--- src/rtl/sdlnr_pkg.sv ---
// package for the luma noise coring and edge limiter stage
// assumes one 100 MHz bus clock that also carries the 4:2:2 pixel stream
package sdlnr_pkg;

    // ==========================================================
    // register indices, byte address is four times the index
    localparam logic [9:0] IDX_EDGE_CTRL = 10'h082;
    localparam logic [9:0] IDX_GAINS = 10'h0a3;
    localparam logic [9:0] IDX_THR_BLOCK = 10'h0a4;
    localparam logic [9:0] IDX_MODE_OFFSET = 10'h0a5;
    localparam logic [9:0] IDX_POSITION = 10'h0c0;

    // ==========================================================
    // reset values
    localparam logic [7:0] RST_GAINS = 8'h00;
    localparam logic [7:0] RST_THR_BLOCK = 8'h00;
    localparam logic [7:0] RST_MODE_OFFSET = 8'h00;
    localparam logic RST_EDGE_EN = 1'b0;

    // ==========================================================
    // field positions
    localparam int unsigned GAIN_BORDER_LSB = 0;
    localparam int unsigned GAIN_DATA_LSB = 4;
    localparam int unsigned THR_LSB = 0;
    localparam int unsigned BORDER_WIDE_BIT = 6;
    localparam int unsigned BLOCK16_BIT = 7;
    localparam int unsigned SEL_LSB = 0;
    localparam int unsigned MODE_BIT = 3;
    localparam int unsigned OFFSET_LSB = 4;
    localparam int unsigned EDGE_EN_BIT = 7;
    localparam int unsigned POS_LINE_LSB = 16;

    // ==========================================================
    // arithmetic constants
    localparam logic [3:0] GAIN_MAX_CODE = 4'h8;
    localparam int unsigned CORE_SHIFT = 3;
    localparam int unsigned SHARP_SHIFT = 4;
    localparam int unsigned EDGE_SHIFT = 3;
    localparam logic [7:0] LUMA_MIN = 8'h10;
    localparam logic [7:0] LUMA_MAX = 8'heb;
    localparam logic [3:0] EDGE_K_OUTER = 4'h1;
    localparam logic [3:0] EDGE_K_MID = 4'h4;
    localparam logic [3:0] EDGE_K_INNER = 4'h7;
    localparam logic [3:0] EDGE_K_UNITY = 4'h8;
    localparam logic [3:0] BLK_MASK_8 = 4'h7;
    localparam logic [3:0] BLK_MASK_16 = 4'hf;
    localparam logic [3:0] HALF_NARROW = 4'h1;
    localparam logic [3:0] HALF_WIDE = 4'h2;

    // ==========================================================
    // bus constants
    localparam int unsigned HTRANS_ACTIVE_BIT = 1;
    localparam logic HRESP_OKAY = 1'b0;

    typedef enum logic {
        SDLNR_MODE_CORING = 1'b0,
        SDLNR_MODE_SHARP = 1'b1
    } sdlnr_mode_t;

endpackage

--- src/rtl/sdlnr_top.sv ---
// luma noise coring / sharpening and active-video edge limiter, AHB-Lite registers
// assumes a 4:2:2 stream synchronous to hclk, one sample per valid cycle,
// luma and chroma interleaved so one pixel spans two samples
//
// Notes on behaviour
// - only luma is processed; chroma samples pass through unchanged
// - three-bit select picks the high-pass filter feeding the noise stage
// - absolute filter output is compared with threshold to class noise or signal
// - threshold is six-bit unsigned, 0 to 63
// - mode bit: 0 coring, 1 sharpness
// - coring: below threshold, gain times filter output is subtracted from luma
// - sharpness: above threshold, gain times filter output is added to luma
// - low nibble of gains register is the border gain
// - high nibble of gains register is the block-interior gain
// - coring gain runs 0 to 1 in eighths
// - sharpness gain runs 0 to one half in sixteenths
// - border-width bit: four-pixel border when set, two when clear
// - block-size bit: 16x16 blocks when set, 8x8 when clear
// - four-bit offset shifts data against border positions by 0 to 15 pixels
// - edge enable scales first three active luma pixels by 1/8, 1/2, 7/8
// - edge enable scales last three active luma pixels by 7/8, 1/2, 1/8
// - other active pixels untouched by the limiter; chroma never scaled
//
// Implementation choice: the AHB-Lite slave port.
`timescale 1ns/1ps
`default_nettype none
module sdlnr_top #(
    parameter int LINE_PIX = 720,
    parameter int CNT_W = 10
) (
    input wire logic hclk,
    input wire logic hresetn,
    input wire logic hsel,
    input wire logic [11:0] haddr,
    input wire logic [1:0] htrans,
    input wire logic hwrite,
    input wire logic [2:0] hsize,
    input wire logic [31:0] hwdata,
    input wire logic hready,
    output logic [31:0] hrdata,
    output logic hreadyout,
    output logic hresp,
    input wire logic in_valid,
    input wire logic in_luma,
    input wire logic in_active,
    input wire logic in_sol,
    input wire logic in_sof,
    input wire logic [7:0] in_data,
    output logic out_valid,
    output logic out_luma,
    output logic out_active,
    output logic [7:0] out_data
);

    // ==========================================================
    // elaboration checks
    generate
        if (LINE_PIX < 6 || LINE_PIX >= (1 << CNT_W) || CNT_W > 16)
        begin : g_bad_params
            $error("sdlnr_top needs 6 <= LINE_PIX < 2**CNT_W and CNT_W <= 16");
        end
    endgenerate

    localparam logic [CNT_W-1:0] PIX_LAST = CNT_W'(LINE_PIX - 1);
    localparam logic [CNT_W-1:0] PIX_LAST2 = CNT_W'(LINE_PIX - 2);
    localparam logic [CNT_W-1:0] PIX_LAST3 = CNT_W'(LINE_PIX - 3);

    // ==========================================================
    // bus slave: zero wait states, always OKAY
    logic [7:0] gains_ff;
    logic [7:0] thrblk_ff;
    logic [7:0] modeoff_ff;
    logic edge_en_ff;
    logic [7:0] nxt_gains;
    logic [7:0] nxt_thrblk;
    logic [7:0] nxt_modeoff;
    logic nxt_edge_en;
    logic wr_pend_ff;
    logic [9:0] wr_idx_ff;
    logic [31:0] hrdata_ff;
    logic [31:0] nxt_hrdata;
    logic [CNT_W-1:0] pix_ff;
    logic [CNT_W-1:0] line_ff;

    wire addr_take = hsel & hready & htrans[sdlnr_pkg::HTRANS_ACTIVE_BIT];
    wire [9:0] addr_idx = haddr[11:2];
    wire wr_gains = wr_pend_ff & (wr_idx_ff == sdlnr_pkg::IDX_GAINS);
    wire wr_thrblk = wr_pend_ff & (wr_idx_ff == sdlnr_pkg::IDX_THR_BLOCK);
    wire wr_modeoff = wr_pend_ff & (wr_idx_ff == sdlnr_pkg::IDX_MODE_OFFSET);
    wire wr_edge = wr_pend_ff & (wr_idx_ff == sdlnr_pkg::IDX_EDGE_CTRL);
    wire [31:0] pos_word = (32'(line_ff) << sdlnr_pkg::POS_LINE_LSB) | 32'(pix_ff);

    // next register values double as read forwarding, so a read right
    // behind a write to the same register sees the new value
    assign nxt_gains = wr_gains ? hwdata[7:0] : gains_ff;
    assign nxt_thrblk = wr_thrblk ? hwdata[7:0] : thrblk_ff;
    assign nxt_modeoff = wr_modeoff ? hwdata[7:0] : modeoff_ff;
    assign nxt_edge_en = wr_edge ? hwdata[sdlnr_pkg::EDGE_EN_BIT] : edge_en_ff;
    assign nxt_hrdata =
        (addr_idx == sdlnr_pkg::IDX_GAINS) ? {24'h000000, nxt_gains} :
        (addr_idx == sdlnr_pkg::IDX_THR_BLOCK) ? {24'h000000, nxt_thrblk} :
        (addr_idx == sdlnr_pkg::IDX_MODE_OFFSET) ? {24'h000000, nxt_modeoff} :
        (addr_idx == sdlnr_pkg::IDX_EDGE_CTRL) ?
            (32'(nxt_edge_en) << sdlnr_pkg::EDGE_EN_BIT) :
        (addr_idx == sdlnr_pkg::IDX_POSITION) ? pos_word : 32'h00000000;
    assign hreadyout = 1'b1;
    assign hresp = sdlnr_pkg::HRESP_OKAY;
    assign hrdata = hrdata_ff;

    // address phase capture; unmapped writes fall through every decode
    always_ff @(posedge hclk or negedge hresetn)
    begin
        if (!hresetn)
        begin
            wr_pend_ff <= 1'b0;
            wr_idx_ff <= 10'h000;
            hrdata_ff <= 32'h00000000;
        end
        else
        begin
            wr_pend_ff <= addr_take & hwrite;
            if (addr_take)
                wr_idx_ff <= addr_idx;
            if (addr_take & ~hwrite)
                hrdata_ff <= nxt_hrdata;
        end
    end

    // configuration registers
    always_ff @(posedge hclk or negedge hresetn)
    begin
        if (!hresetn)
        begin
            gains_ff <= sdlnr_pkg::RST_GAINS;
            thrblk_ff <= sdlnr_pkg::RST_THR_BLOCK;
            modeoff_ff <= sdlnr_pkg::RST_MODE_OFFSET;
            edge_en_ff <= sdlnr_pkg::RST_EDGE_EN;
        end
        else
        begin
            gains_ff <= nxt_gains;
            thrblk_ff <= nxt_thrblk;
            modeoff_ff <= nxt_modeoff;
            edge_en_ff <= nxt_edge_en;
        end
    end

    // ==========================================================
    // field decode
    wire [3:0] gain_border = gains_ff[sdlnr_pkg::GAIN_BORDER_LSB +: 4];
    wire [3:0] gain_data = gains_ff[sdlnr_pkg::GAIN_DATA_LSB +: 4];
    wire [5:0] thr = thrblk_ff[sdlnr_pkg::THR_LSB +: 6];
    wire border_wide = thrblk_ff[sdlnr_pkg::BORDER_WIDE_BIT];
    wire block16 = thrblk_ff[sdlnr_pkg::BLOCK16_BIT];
    wire [2:0] filt_sel = modeoff_ff[sdlnr_pkg::SEL_LSB +: 3];
    wire [3:0] blk_offset = modeoff_ff[sdlnr_pkg::OFFSET_LSB +: 4];
    sdlnr_pkg::sdlnr_mode_t mode;
    assign mode = sdlnr_pkg::sdlnr_mode_t'(modeoff_ff[sdlnr_pkg::MODE_BIT]);

    // ==========================================================
    // position counters, counted in luma samples (one per pixel)
    wire luma_take = in_valid & in_luma & in_active;
    logic [CNT_W-1:0] pix_idx;
    logic [CNT_W-1:0] line_cur;

    assign pix_idx = in_sol ? '0 : pix_ff;
    assign line_cur = in_sol ? (in_sof ? '0 : line_ff + 1'b1) : line_ff;

    always_ff @(posedge hclk or negedge hresetn)
    begin
        if (!hresetn)
        begin
            pix_ff <= '0;
            line_ff <= '0;
        end
        else if (luma_take)
        begin
            pix_ff <= pix_idx + 1'b1;
            line_ff <= line_cur;
        end
    end

    // ==========================================================
    // block border map; offset moves the data under fixed border slots
    wire [3:0] blk_mask = block16 ? sdlnr_pkg::BLK_MASK_16 : sdlnr_pkg::BLK_MASK_8;
    wire [3:0] half = border_wide ? sdlnr_pkg::HALF_WIDE : sdlnr_pkg::HALF_NARROW;
    wire [3:0] hpos = (pix_idx[3:0] + blk_offset) & blk_mask;
    wire [3:0] vpos = line_cur[3:0] & blk_mask;
    wire h_border = (hpos < half) | (hpos > (blk_mask - half));
    wire v_border = (vpos < half) | (vpos > (blk_mask - half));
    wire in_border = h_border | v_border;

    // ==========================================================
    // filter, threshold and gain
    logic signed [10:0] hp;

    sdlnr_hpf #(
        .TAPS(2)
    ) u_hpf (
        .hclk(hclk),
        .hresetn(hresetn),
        .take(luma_take),
        .restart(in_sol),
        .y_in(in_data),
        .sel(filt_sel),
        .hp(hp)
    );

    wire [10:0] abs_hp = hp[10] ? 11'(-hp) : 11'(hp);
    wire below_thr = abs_hp < {5'b00000, thr};
    wire above_thr = abs_hp > {5'b00000, thr};
    wire [3:0] gain_code = in_border ? gain_border : gain_data;
    // both modes top out at code 8: 8/8 for coring, 8/16 for sharpness
    wire [3:0] gain_eff = (gain_code > sdlnr_pkg::GAIN_MAX_CODE) ?
                          sdlnr_pkg::GAIN_MAX_CODE : gain_code;
    wire signed [15:0] prod = 16'(hp) * $signed({12'h000, gain_eff});
    wire signed [15:0] scaled = (mode == sdlnr_pkg::SDLNR_MODE_SHARP) ?
                                (prod >>> sdlnr_pkg::SHARP_SHIFT) :
                                (prod >>> sdlnr_pkg::CORE_SHIFT);
    wire do_core = (mode == sdlnr_pkg::SDLNR_MODE_CORING) & below_thr;
    wire do_sharp = (mode == sdlnr_pkg::SDLNR_MODE_SHARP) & above_thr;
    wire signed [16:0] y_ext = $signed({9'h000, in_data});
    wire signed [16:0] sum = do_core ? (y_ext - 17'(scaled)) :
                             (y_ext + 17'(scaled));

    // saturate rather than wrap, a wrapped dark pixel would flash white
    logic [7:0] sat_y;
    assign sat_y = (sum < $signed({9'h000, sdlnr_pkg::LUMA_MIN})) ? sdlnr_pkg::LUMA_MIN :
                   (sum > $signed({9'h000, sdlnr_pkg::LUMA_MAX})) ? sdlnr_pkg::LUMA_MAX :
                   sum[7:0];
    wire [7:0] nr_y = (do_core | do_sharp) ? sat_y : in_data;

    // ==========================================================
    // active-video edge limiter, scale k/8 on the three end pixels
    logic [3:0] edge_k;
    assign edge_k = !edge_en_ff ? sdlnr_pkg::EDGE_K_UNITY :
        (pix_idx == '0) ? sdlnr_pkg::EDGE_K_OUTER :
        (pix_idx == CNT_W'(1)) ? sdlnr_pkg::EDGE_K_MID :
        (pix_idx == CNT_W'(2)) ? sdlnr_pkg::EDGE_K_INNER :
        (pix_idx == PIX_LAST3) ? sdlnr_pkg::EDGE_K_INNER :
        (pix_idx == PIX_LAST2) ? sdlnr_pkg::EDGE_K_MID :
        (pix_idx == PIX_LAST) ? sdlnr_pkg::EDGE_K_OUTER :
        sdlnr_pkg::EDGE_K_UNITY;
    wire [11:0] edge_prod = {4'h0, nr_y} * {8'h00, edge_k};
    wire [11:0] edge_shift = edge_prod >> sdlnr_pkg::EDGE_SHIFT;
    wire [7:0] proc_y = edge_shift[7:0];
    // chroma and blanking bypass every stage
    wire [7:0] nxt_out_data = luma_take ? proc_y : in_data;

    // ==========================================================
    // output register, one cycle latency
    logic out_valid_ff;
    logic out_luma_ff;
    logic out_active_ff;
    logic [7:0] out_data_ff;

    always_ff @(posedge hclk or negedge hresetn)
    begin
        if (!hresetn)
        begin
            out_valid_ff <= 1'b0;
            out_luma_ff <= 1'b0;
            out_active_ff <= 1'b0;
            out_data_ff <= 8'h00;
        end
        else
        begin
            out_valid_ff <= in_valid;
            out_luma_ff <= in_luma;
            out_active_ff <= in_active;
            out_data_ff <= nxt_out_data;
        end
    end

    assign out_valid = out_valid_ff;
    assign out_luma = out_luma_ff;
    assign out_active = out_active_ff;
    assign out_data = out_data_ff;
endmodule
`default_nettype wire

--- src/rtl/sdlnr_hpf.sv ---
// selectable high-pass filter on the luma samples of the stream
// assumes take marks a luma sample and restart marks the first one of a line
`timescale 1ns/1ps
`default_nettype none
module sdlnr_hpf #(
    parameter int TAPS = 2
) (
    input wire logic hclk,
    input wire logic hresetn,
    input wire logic take,
    input wire logic restart,
    input wire logic [7:0] y_in,
    input wire logic [2:0] sel,
    output logic signed [10:0] hp
);

    // ==========================================================
    // elaboration check
    generate
        if (TAPS != 2)
        begin : g_bad_taps
            $error("sdlnr_hpf kernels need exactly two history taps");
        end
    endgenerate

    // ==========================================================
    // history taps, refilled with the current sample at line start
    // so that no energy leaks in from the previous line
    logic [7:0] tap_ff [TAPS];
    logic [7:0] tap_src [TAPS];
    logic [7:0] tap_eff [TAPS];

    genvar i;
    generate
        for (i = 0; i < TAPS; i++)
        begin : g_tap
            if (i == 0)
            begin : g_first
                assign tap_src[i] = y_in;
            end
            else
            begin : g_rest
                assign tap_src[i] = restart ? y_in : tap_ff[i-1];
            end
            assign tap_eff[i] = restart ? y_in : tap_ff[i];
            always_ff @(posedge hclk or negedge hresetn)
            begin
                if (!hresetn)
                    tap_ff[i] <= 8'h00;
                else if (take)
                    tap_ff[i] <= tap_src[i];
            end
        end
    endgenerate

    // ==========================================================
    // kernels: low bits pick the shape, top bit narrows the gain
    logic signed [10:0] c0;
    logic signed [10:0] c1;
    logic signed [10:0] c2;
    logic signed [10:0] d_one;
    logic signed [10:0] d_two;
    logic signed [10:0] d_span;
    logic signed [10:0] raw;

    assign c0 = $signed({3'b000, y_in});
    assign c1 = $signed({3'b000, tap_eff[0]});
    assign c2 = $signed({3'b000, tap_eff[1]});
    assign d_one = c0 - c1;
    assign d_two = (c0 <<< 1) - c1 - c2;
    assign d_span = c0 - c2;
    assign raw = (sel[1:0] == 2'b00) ? d_one :
                 (sel[1:0] == 2'b01) ? (d_two >>> 1) :
                 (sel[1:0] == 2'b10) ? (d_span >>> 1) : (d_two >>> 2);
    assign hp = sel[2] ? (raw >>> 1) : raw;

endmodule
`default_nettype wire

--- config.mk ---
export PLATFORM = sky130hd
export DESIGN_NAME = sdlnr_top
export DESIGN_NICKNAME = d
export VERILOG_FILES = /design/src/rtl/sdlnr_pkg.sv /design/src/rtl/sdlnr_top.sv /design/src/rtl/sdlnr_hpf.sv
export SDC_FILE = /design/constraint.sdc
export NUM_CORES = 1
export LEC_CHECK = 0
export CORE_ASPECT_RATIO = 0.8
export CORE_MARGIN = 5
export CORE_UTILIZATION = 55
export DETAILED_ROUTE_END_ITERATION = 8
export DONT_BUFFER_PORTS = 1
export PLACE_DENSITY = 0.79
export SETUP_SLACK_MARGIN = 0.02
export SYNTH_ARGS = -nofsm -noshare
export SYNTH_HDL_FRONTEND = slang
export SYNTH_SLANG_ARGS = --single-unit
--- constraint.sdc ---
create_clock -name hclk -period 12 [get_ports hclk]
set_input_delay 3 -clock hclk [delete_from_list [all_inputs] [get_ports hclk]]
set_output_delay 3 -clock hclk [all_outputs]
set_load 0.02 [all_outputs]
# --- Word level (Yosys, flattened, before mapping) ---
# Cells that the tools add are included.
classes:
  magnitude_cmp: 9
  mul: 2
  reduce_logical: 3
  bitwise_logic: 21
  shift: 0
  eq_ne: 16
  add_sub_neg: 11
  div_mod_pow: 0
  n_mux: 36
ops:
  columns: ["op", "n"]
  rows:
  - ["$mux 26", 5]
  - ["$eq 10x8->1 const B", 9]
  - ["$mux 8", 9]
  - ["$mux 11", 4]
  - ["$mux 4", 11]
  - ["$eq 10x10->1 const B", 3]
  - ["$mux 10", 3]
  - ["$or 26x10->26", 1]
  - ["$add 10x1->10 const B", 2]
  - ["$sub 8x8->9", 2]
  - ["$gt 17x9->1 const B", 1]
  - ["$lt 17x6->1 const B", 1]
  - ["$mux 17", 1]
  - ["$mul 11x5->16", 1]
  - ["$add 9x13->14", 1]
  - ["$sub 9x13->14", 1]
  - ["$and 1x1->1", 12]
  - ["$mux 12", 1]
  - ["$gt 11x6->1", 1]
  - ["$lt 11x6->1", 1]
  - ["$mul 8x4->11", 1]
  - ["$neg 11->11", 1]
  - ["$sub 11x9->11", 1]
  - ["$eq 10x1->1 const B", 1]
  - ["other kinds (17)", 24]
totals:
  elab_cells: 114
  ff_bits: 115
  n_memories: 0
  out_inout_bits: 45
  latchBits: 0
  inputBits: 67
  mem_bits_rw: 0
  mem_bits_ro: 0

# --- Longest topological paths before layout ---
depth:
  word_depth: 20
  depth_mapped: 65
  depth_no_buf: 62

# --- Hierarchy ---
# Synthesis repeated with hierarchy kept, for this count alone.
hier_totals:
  cells_unflattened: 1359
  hier_area_um2: 11552.3
modules_own_cells:
  columns: ["module", "n_inst", "area_per_inst_um2", "seq_area_each_um2", "cells_per_inst"]
  rows:
  - ["sdlnr_top", 1, 9148.8, 2177.1, 1081]
  - ["sdlnr_hpf", 1, 2403.6, 400.4, 278]

# --- Worst setup path after synthesis ---
# Ideal clock, no wire load.
synth_path:
  kind: "input-to-reg"
  from: "input in_sol"
  to: "register out_data_ff[7] (netlist: out_data[7])"
  t_arrival_ns: 15.901
  setup_ns: 0.135
  n_path_buf: 5
  required_ns: 11.865
  stages: 60
  path_slack_ns: -4.036
  cell_sequence: "buf_4 -> clkbuf_1 -> clkbuf_1 -> mux2i_1 -> ha_1 -> a21o_1 -> a21oi_1 -> xnor2_1 -> ha_1 -> clkbuf_1 -> and3_1 -> a221o_1 -> a21oi_1 -> xnor2_1 -> o221ai_1 -> nand2_1 -> o21ai_0 -> nor2b_1 -> (+24 left out) -> nor2b_1 -> fa_1 -> inv_1 -> fa_1 -> inv_1 -> ha_1 -> nor2b_1 -> o21ai_0 -> nand2_1 -> nand2_1 -> nand2_1 -> a21o_1 -> a21oi_1 -> nor2b_1 -> nor2_1 -> xnor2_1 -> xnor2_1 -> o21ai_0"
synth_via:
  elab_chain_cells: 19
  elab_cells_between_ends: 57
  classes_between: "add/sub: 8; mul: 2; order compare: 9; eq/ne: 5; mux: 24; bitwise: 8; reduce/logical: 1"
synth_lines:
  columns: ["item", "line", "text"]
  rows:
  - ["start, declared", "sdlnr_top.sv:46", "input wire logic in_sol,"]
  - ["$mux 10", "sdlnr_top.sv:166", "assign pix_idx = in_sol ? '0 : pix_ff;"]
  - ["$add 4x4->4", "sdlnr_top.sv:187", "wire [3:0] hpos = (pix_idx[3:0] + blk_offset) & blk_mask;"]
  - ["$and 4x4->4", "sdlnr_top.sv:187", null]
  - ["$lt 4x2->1 / $gt 4x4->1 (equally long branches)", "sdlnr_top.sv:189", "wire h_border = (hpos < half) | (hpos > (blk_mask - half));"]
  - ["$or 1x1->1", "sdlnr_top.sv:189", null]
  - ["$or 1x1->1", "sdlnr_top.sv:191", "wire in_border = h_border | v_border;"]
  - ["$mux 4", "sdlnr_top.sv:212", "wire [3:0] gain_code = in_border ? gain_border : gain_data;"]
  - ["$gt 4x4->1", "sdlnr_top.sv:214", "wire [3:0] gain_eff = (gain_code > sdlnr_pkg::GAIN_MAX_CODE) ?"]
  - ["(+4 left out)", null, null]
  - ["$mux 17", "sdlnr_top.sv:223", "wire signed [16:0] sum = do_core ? (y_ext - 17'(scaled)) :"]
  - ["$gt 17x9->1", "sdlnr_top.sv:229", "(sum > $signed({9'h000, sdlnr_pkg::LUMA_MAX})) ? sdlnr_pkg::LUMA_MAX :"]
  - ["$mux 8", "sdlnr_top.sv:229", null]
  - ["$mux 8", "sdlnr_top.sv:228", "assign sat_y = (sum < $signed({9'h000, sdlnr_pkg::LUMA_MIN})) ? sdlnr_pkg::LUMA_MIN :"]
  - ["$mux 8", "sdlnr_top.sv:231", "wire [7:0] nr_y = (do_core | do_sharp) ? sat_y : in_data;"]
  - ["$mul 8x4->11 *", "sdlnr_top.sv:244", "wire [11:0] edge_prod = {4'h0, nr_y} * {8'h00, edge_k};"]
  - ["$mux 8 *", "sdlnr_top.sv:248", "wire [7:0] nxt_out_data = luma_take ? proc_y : in_data;"]
  - ["via nxt_out_data[7]", "sdlnr_top.sv:248", null]
  - ["end signal, assigned", "sdlnr_top.sv:271", "out_data_ff <= nxt_out_data;"]
  - ["end, declared", "sdlnr_top.sv:255", "logic [7:0] out_data_ff;"]
# The timed path passes the listed nets; every way through them passes the cells marked *.
# A chain may end at the register's enable or synchronous reset.

# --- Worst setup path after layout ---
# Same ends and word-level chain as after synthesis.

==> flow_metrics.py <==
metrics = {
    "sta": {
        "finalHoldViolations": 0,
        "relSlewSlack_pct": 30.0,
        "setup_slack_ps": -2120,
        "fin_setup_tns_ps": -14330,
        "timing.fmax_mhz": 70.8,
        "finalSetupViolCount": 8,
        "worst_pin_slew_ps": 1050,
        "fin_crit_sh_pct": 118,
        "finalMaxSlewViolations": 0,
        "fin_crit_ps": 14120,
        "rsz0062_at_grt": "true",
        "skew_ps": 13.5,
    },
    "clock_network": {
        "root_buffer": "clkbuf_16",
        "clock-sinks": 103,
        "htree_levels": 3,
        "clk_path_buf_depth": 2,
        "cts_buffers": 9,
        "insertion_delay_ps": 370,
        "cts_tree": "done",
        "clk_pin_slew_ps": 80,
    },
    "logic_synthesis": {
        "yosysTopAreaCell": "dfrtp_1",
        "synth_top_area_share_pct": 22.5,
        "synth_common_cells": "nand2_1 (162), nor2_1 (108), dfrtp_1 (103), inv_1 (99), o21ai_0 (99)",
        "async_flop_share_pct": 100,
        "syn-instance-count": 1406,
        "yosys_warnings": 0,
        "synth_edf_count": 0,
        "synth.most_common_cell": "nand2_1",
        "synth.avg_cell_area_um2": 8.16,
        "synthTopCellsByArea": "dfrtp_1 (22%), ha_1 (10%), fa_1 (6.8%), nand2_1 (5.3%), o21ai_0 (4.3%)",
        "synth.distinct_cells": 88,
        "synth-seq-cells": 103,
        "synth_flop_cell": "dfrtp_1",
        "synthesis.area_um2": 11500,
        "yosysSeqAreaShare_pct": 22.5,
    },
    "cells_and_area": {
        "drive_above_1_share_pct": 31.4,
        "nNetsFinal": 1895,
        "final_util_pct": 74.1,
        "syn2layout_area_growth_pct": 32.8,
        "antenna_cells": 0,
    },
    "routing": {
        "wl_per_cell_um": 19.7,
        "first_pass_iters": 6,
        "drt_iter0_drc": 1209,
        "drc": 0,
        "routed_via_density": 6.20,
        "ant_nets": 0,
        "drt_wl_total_um": 38800,
        "route.vias.total": 12200,
    },
    "global_route": {
        "overflow": 0,
        "antenna_found_initial": 0,
        "grt_pass1_vias": 12000,
        "grt_pass1_wl_um": 60200,
        "track_usage_pct": 30.8,
        "grt_max_degree": 104,
    },
    "worst_setup_path": {
        "slowest_delay_ps": 600,
        "worstPathArrival_ps": 14330,
        "setup.worst_path.end_class": "register",
        "r2r-end": "out_data[7]",
        "worst-r2r-setup-slack_ps": 170,
        "cp_max_fo": 38,
        "cp.required_ps": 12210,
        "ff2ff_path_depth": 56,
        "cp_common_cell": "nand2_1",
        "r2r-start": "u_hpf.tap_ff[9]",
        "critPathKind": "in2reg",
        "start_kind": "primary input",
        "slowest_stage": "fa_2",
    },
    "worst_hold_path": {
        "whs_endpoint": "u_hpf.tap_ff[15]",
        "min_path_type": "reg2reg",
        "hold_depth": 2,
        "hold_start": "u_hpf.tap_ff[15]",
    },
    "die": {
        "io_pins": 112,
        "die-area_um2": 23900,
        "start_util_pct": 55.8,
        "coreArea_um2": 20600,
        "std_cell_rows": 47,
        "die_y_um": 139,
        "dieWidth_um": 172,
    },
    "power": {
        "p_per_area_nw_per_um2": 261,
        "p_leak_nw": 7.19,
        "ir_drop_mv": 0.208,
    },
    "placement": {
        "place_congestion": 0.925,
        "numPortBuffers": 0,
        "dp_hpwl_um": 27200,
    },
    "job": {
        "max-cap-violations": 0,
    },
    "outcome": {
        "violations": "negative setup slack",
        "status": "finished with violations",
    },
}
cell type report:
| type | instances | area, um^2 |
|---|---|---|
| Clock buffer | 9 | 225 |
| Clock inverter | 7 | 88.8 |
| Fill cell | 1442 | 5340 |
| Inverter | 100 | 378 |
| Multi-Input combinational cell | 1152 | 9120 |
| Sequential cell | 103 | 2580 |
| Tap cell | 269 | 337 |
| Timing Repair Buffer | 327 | 2510 |
where the power goes:
| group | leakage [nW] | switching (mW) | internal [mW] |
|---|---|---|---|
| registers | 1.30 | 0.0387 | 0.379 |
| logic | 5.74 | 1.65 | 1.60 |
| clock network | 0.153 | 0.161 | 0.151 |
cell usage in the layout, fill, tap and decap left out, types with 7 or more instances in the layout:
master / synthesis / routed
inv_1: 99 / 90
fa_1: 39 / 35
nand2b_1: 22 / 22
or4_1: 10 / 8
nor2b_1: 33 / 28
ha_1: 96 / 82
o21ai_0: 99 / 79
o211ai_1: 21 / 21
a31oi_1: 12 / 9
clkbuf_16: 0 / 9
nand3_1: 36 / 31
o21a_1: 15 / 13
a211oi_1: 10 / 7
o21ai_1: 4 / 15
dfrtp_1: 103 / 103
a21o_1: 22 / 22
nand4_1: 12 / 12
buf_6: 0 / 16
conb_1: 2 / 14
mux2_2: 31 / 31
inv_2: 0 / 8
o21bai_1: 14 / 7
xor2_1: 24 / 20
a21oi_2: 0 / 16
a21oi_1: 81 / 64
nor3_1: 24 / 22
nand2_1: 162 / 157
nor2_1: 108 / 103
or3_1: 10 / 9
ha_4: 0 / 12
a211o_1: 12 / 12
and3_1: 14 / 11
mux2i_1: 34 / 29
and2_1: 18 / 15
xnor2_1: 30 / 24
o21ai_2: 0 / 7
buf_4: 15 / 311
how the worst max path moves through the flow:
stage / from / endpoint / slack (ps) / cells after the start
6_report: in_sol / out_data[7] / -2120 / 56
4_1_cts: in_sol / out_data[7] / -1930 / 57
3_3_place_gp: in_sol / out_data[7] / -2240 / 58
5_1_grt: in_sol / out_data[7] / -2600 / 57
2_1_floorplan: in_sol / out_data[7] / -2160 / 58
3_5_place_dp: in_sol / out_data[7] / -2530 / 58
registers in the layout (all words and copies together), names as in the netlist, 8 cells and up:
register / flops
hrdata: 20
u_hpf.tap_ff: 16
line_ff: 10
pix_ff: 10
wr_idx_ff: 10
gains_ff: 8
modeoff_ff: 8
out_data: 8
thrblk_ff: 8
per-layer routing:
metal  vias up  track usage (%)  wire length, um
li1       5595                -                -
met1      5944             43.1            16500
met2       561             49.2            18300
met3        96             5.22             2970
met4         0             8.63             1080
met5         -                0                0
worst max-delay path, delay by kind of cell:
family | cells | cell delay (ps)
muxes | 1 | 300
AOI/OAI and AO/OA | 23 | 4120
xor gates and xnor gates | 6 | 830
and+or+nand+nor | 13 | 1880
adders and majority gates | 10 | 3730
buffers and inverters | 3 | 460
stage by stage:
stage | std cells | total power, mW | instance area [um^2] | setup WS (ps) | hold slack [ps]
floorplan | 1418 | 1.95 | 11800 | -2160 | 445
global placement | 1910 | 2.98 | 14000 | -2240 | 459
detailed placement | 1910 | 3.08 | 14000 | -2530 | 467
CTS | 1951 | 3.56 | 14800 | -1930 | 485
global route | 1967 | 4.21 | 15200 | -2600 | 523
finish | 1967 | 3.98 | 15200 | -2120 | 498
logic make-up (layout without fill, tap and decap cells):
group | after synthesis | after routing | synth area share (%)
adder cells (fa/ha/maj) | 135 | 135 | 17.3
multiplexers | 65 | 65 | 6.01
AO/OA/AOI/OAI | 378 | 378 | 22.0
AND/OR/NAND/NOR | 505 | 505 | 22.0
buffers and inverters | 163 | 443 | 5.85
XOR/XNOR | 55 | 55 | 4.32
other | 2 | 14 | 0.0654
flip-flops | 103 | 103 | 22.5
what timing repair did:
action / CTS / global route
setup buffers: 26 / 20
setup endpoints to repair: 8 / 8
hold buffers: 0 / 0
pin swaps: 65 / 89
resized for setup: 59 / 83
cloned: 0 / 0
Note: power is estimated with default switching activity, not from simulation.
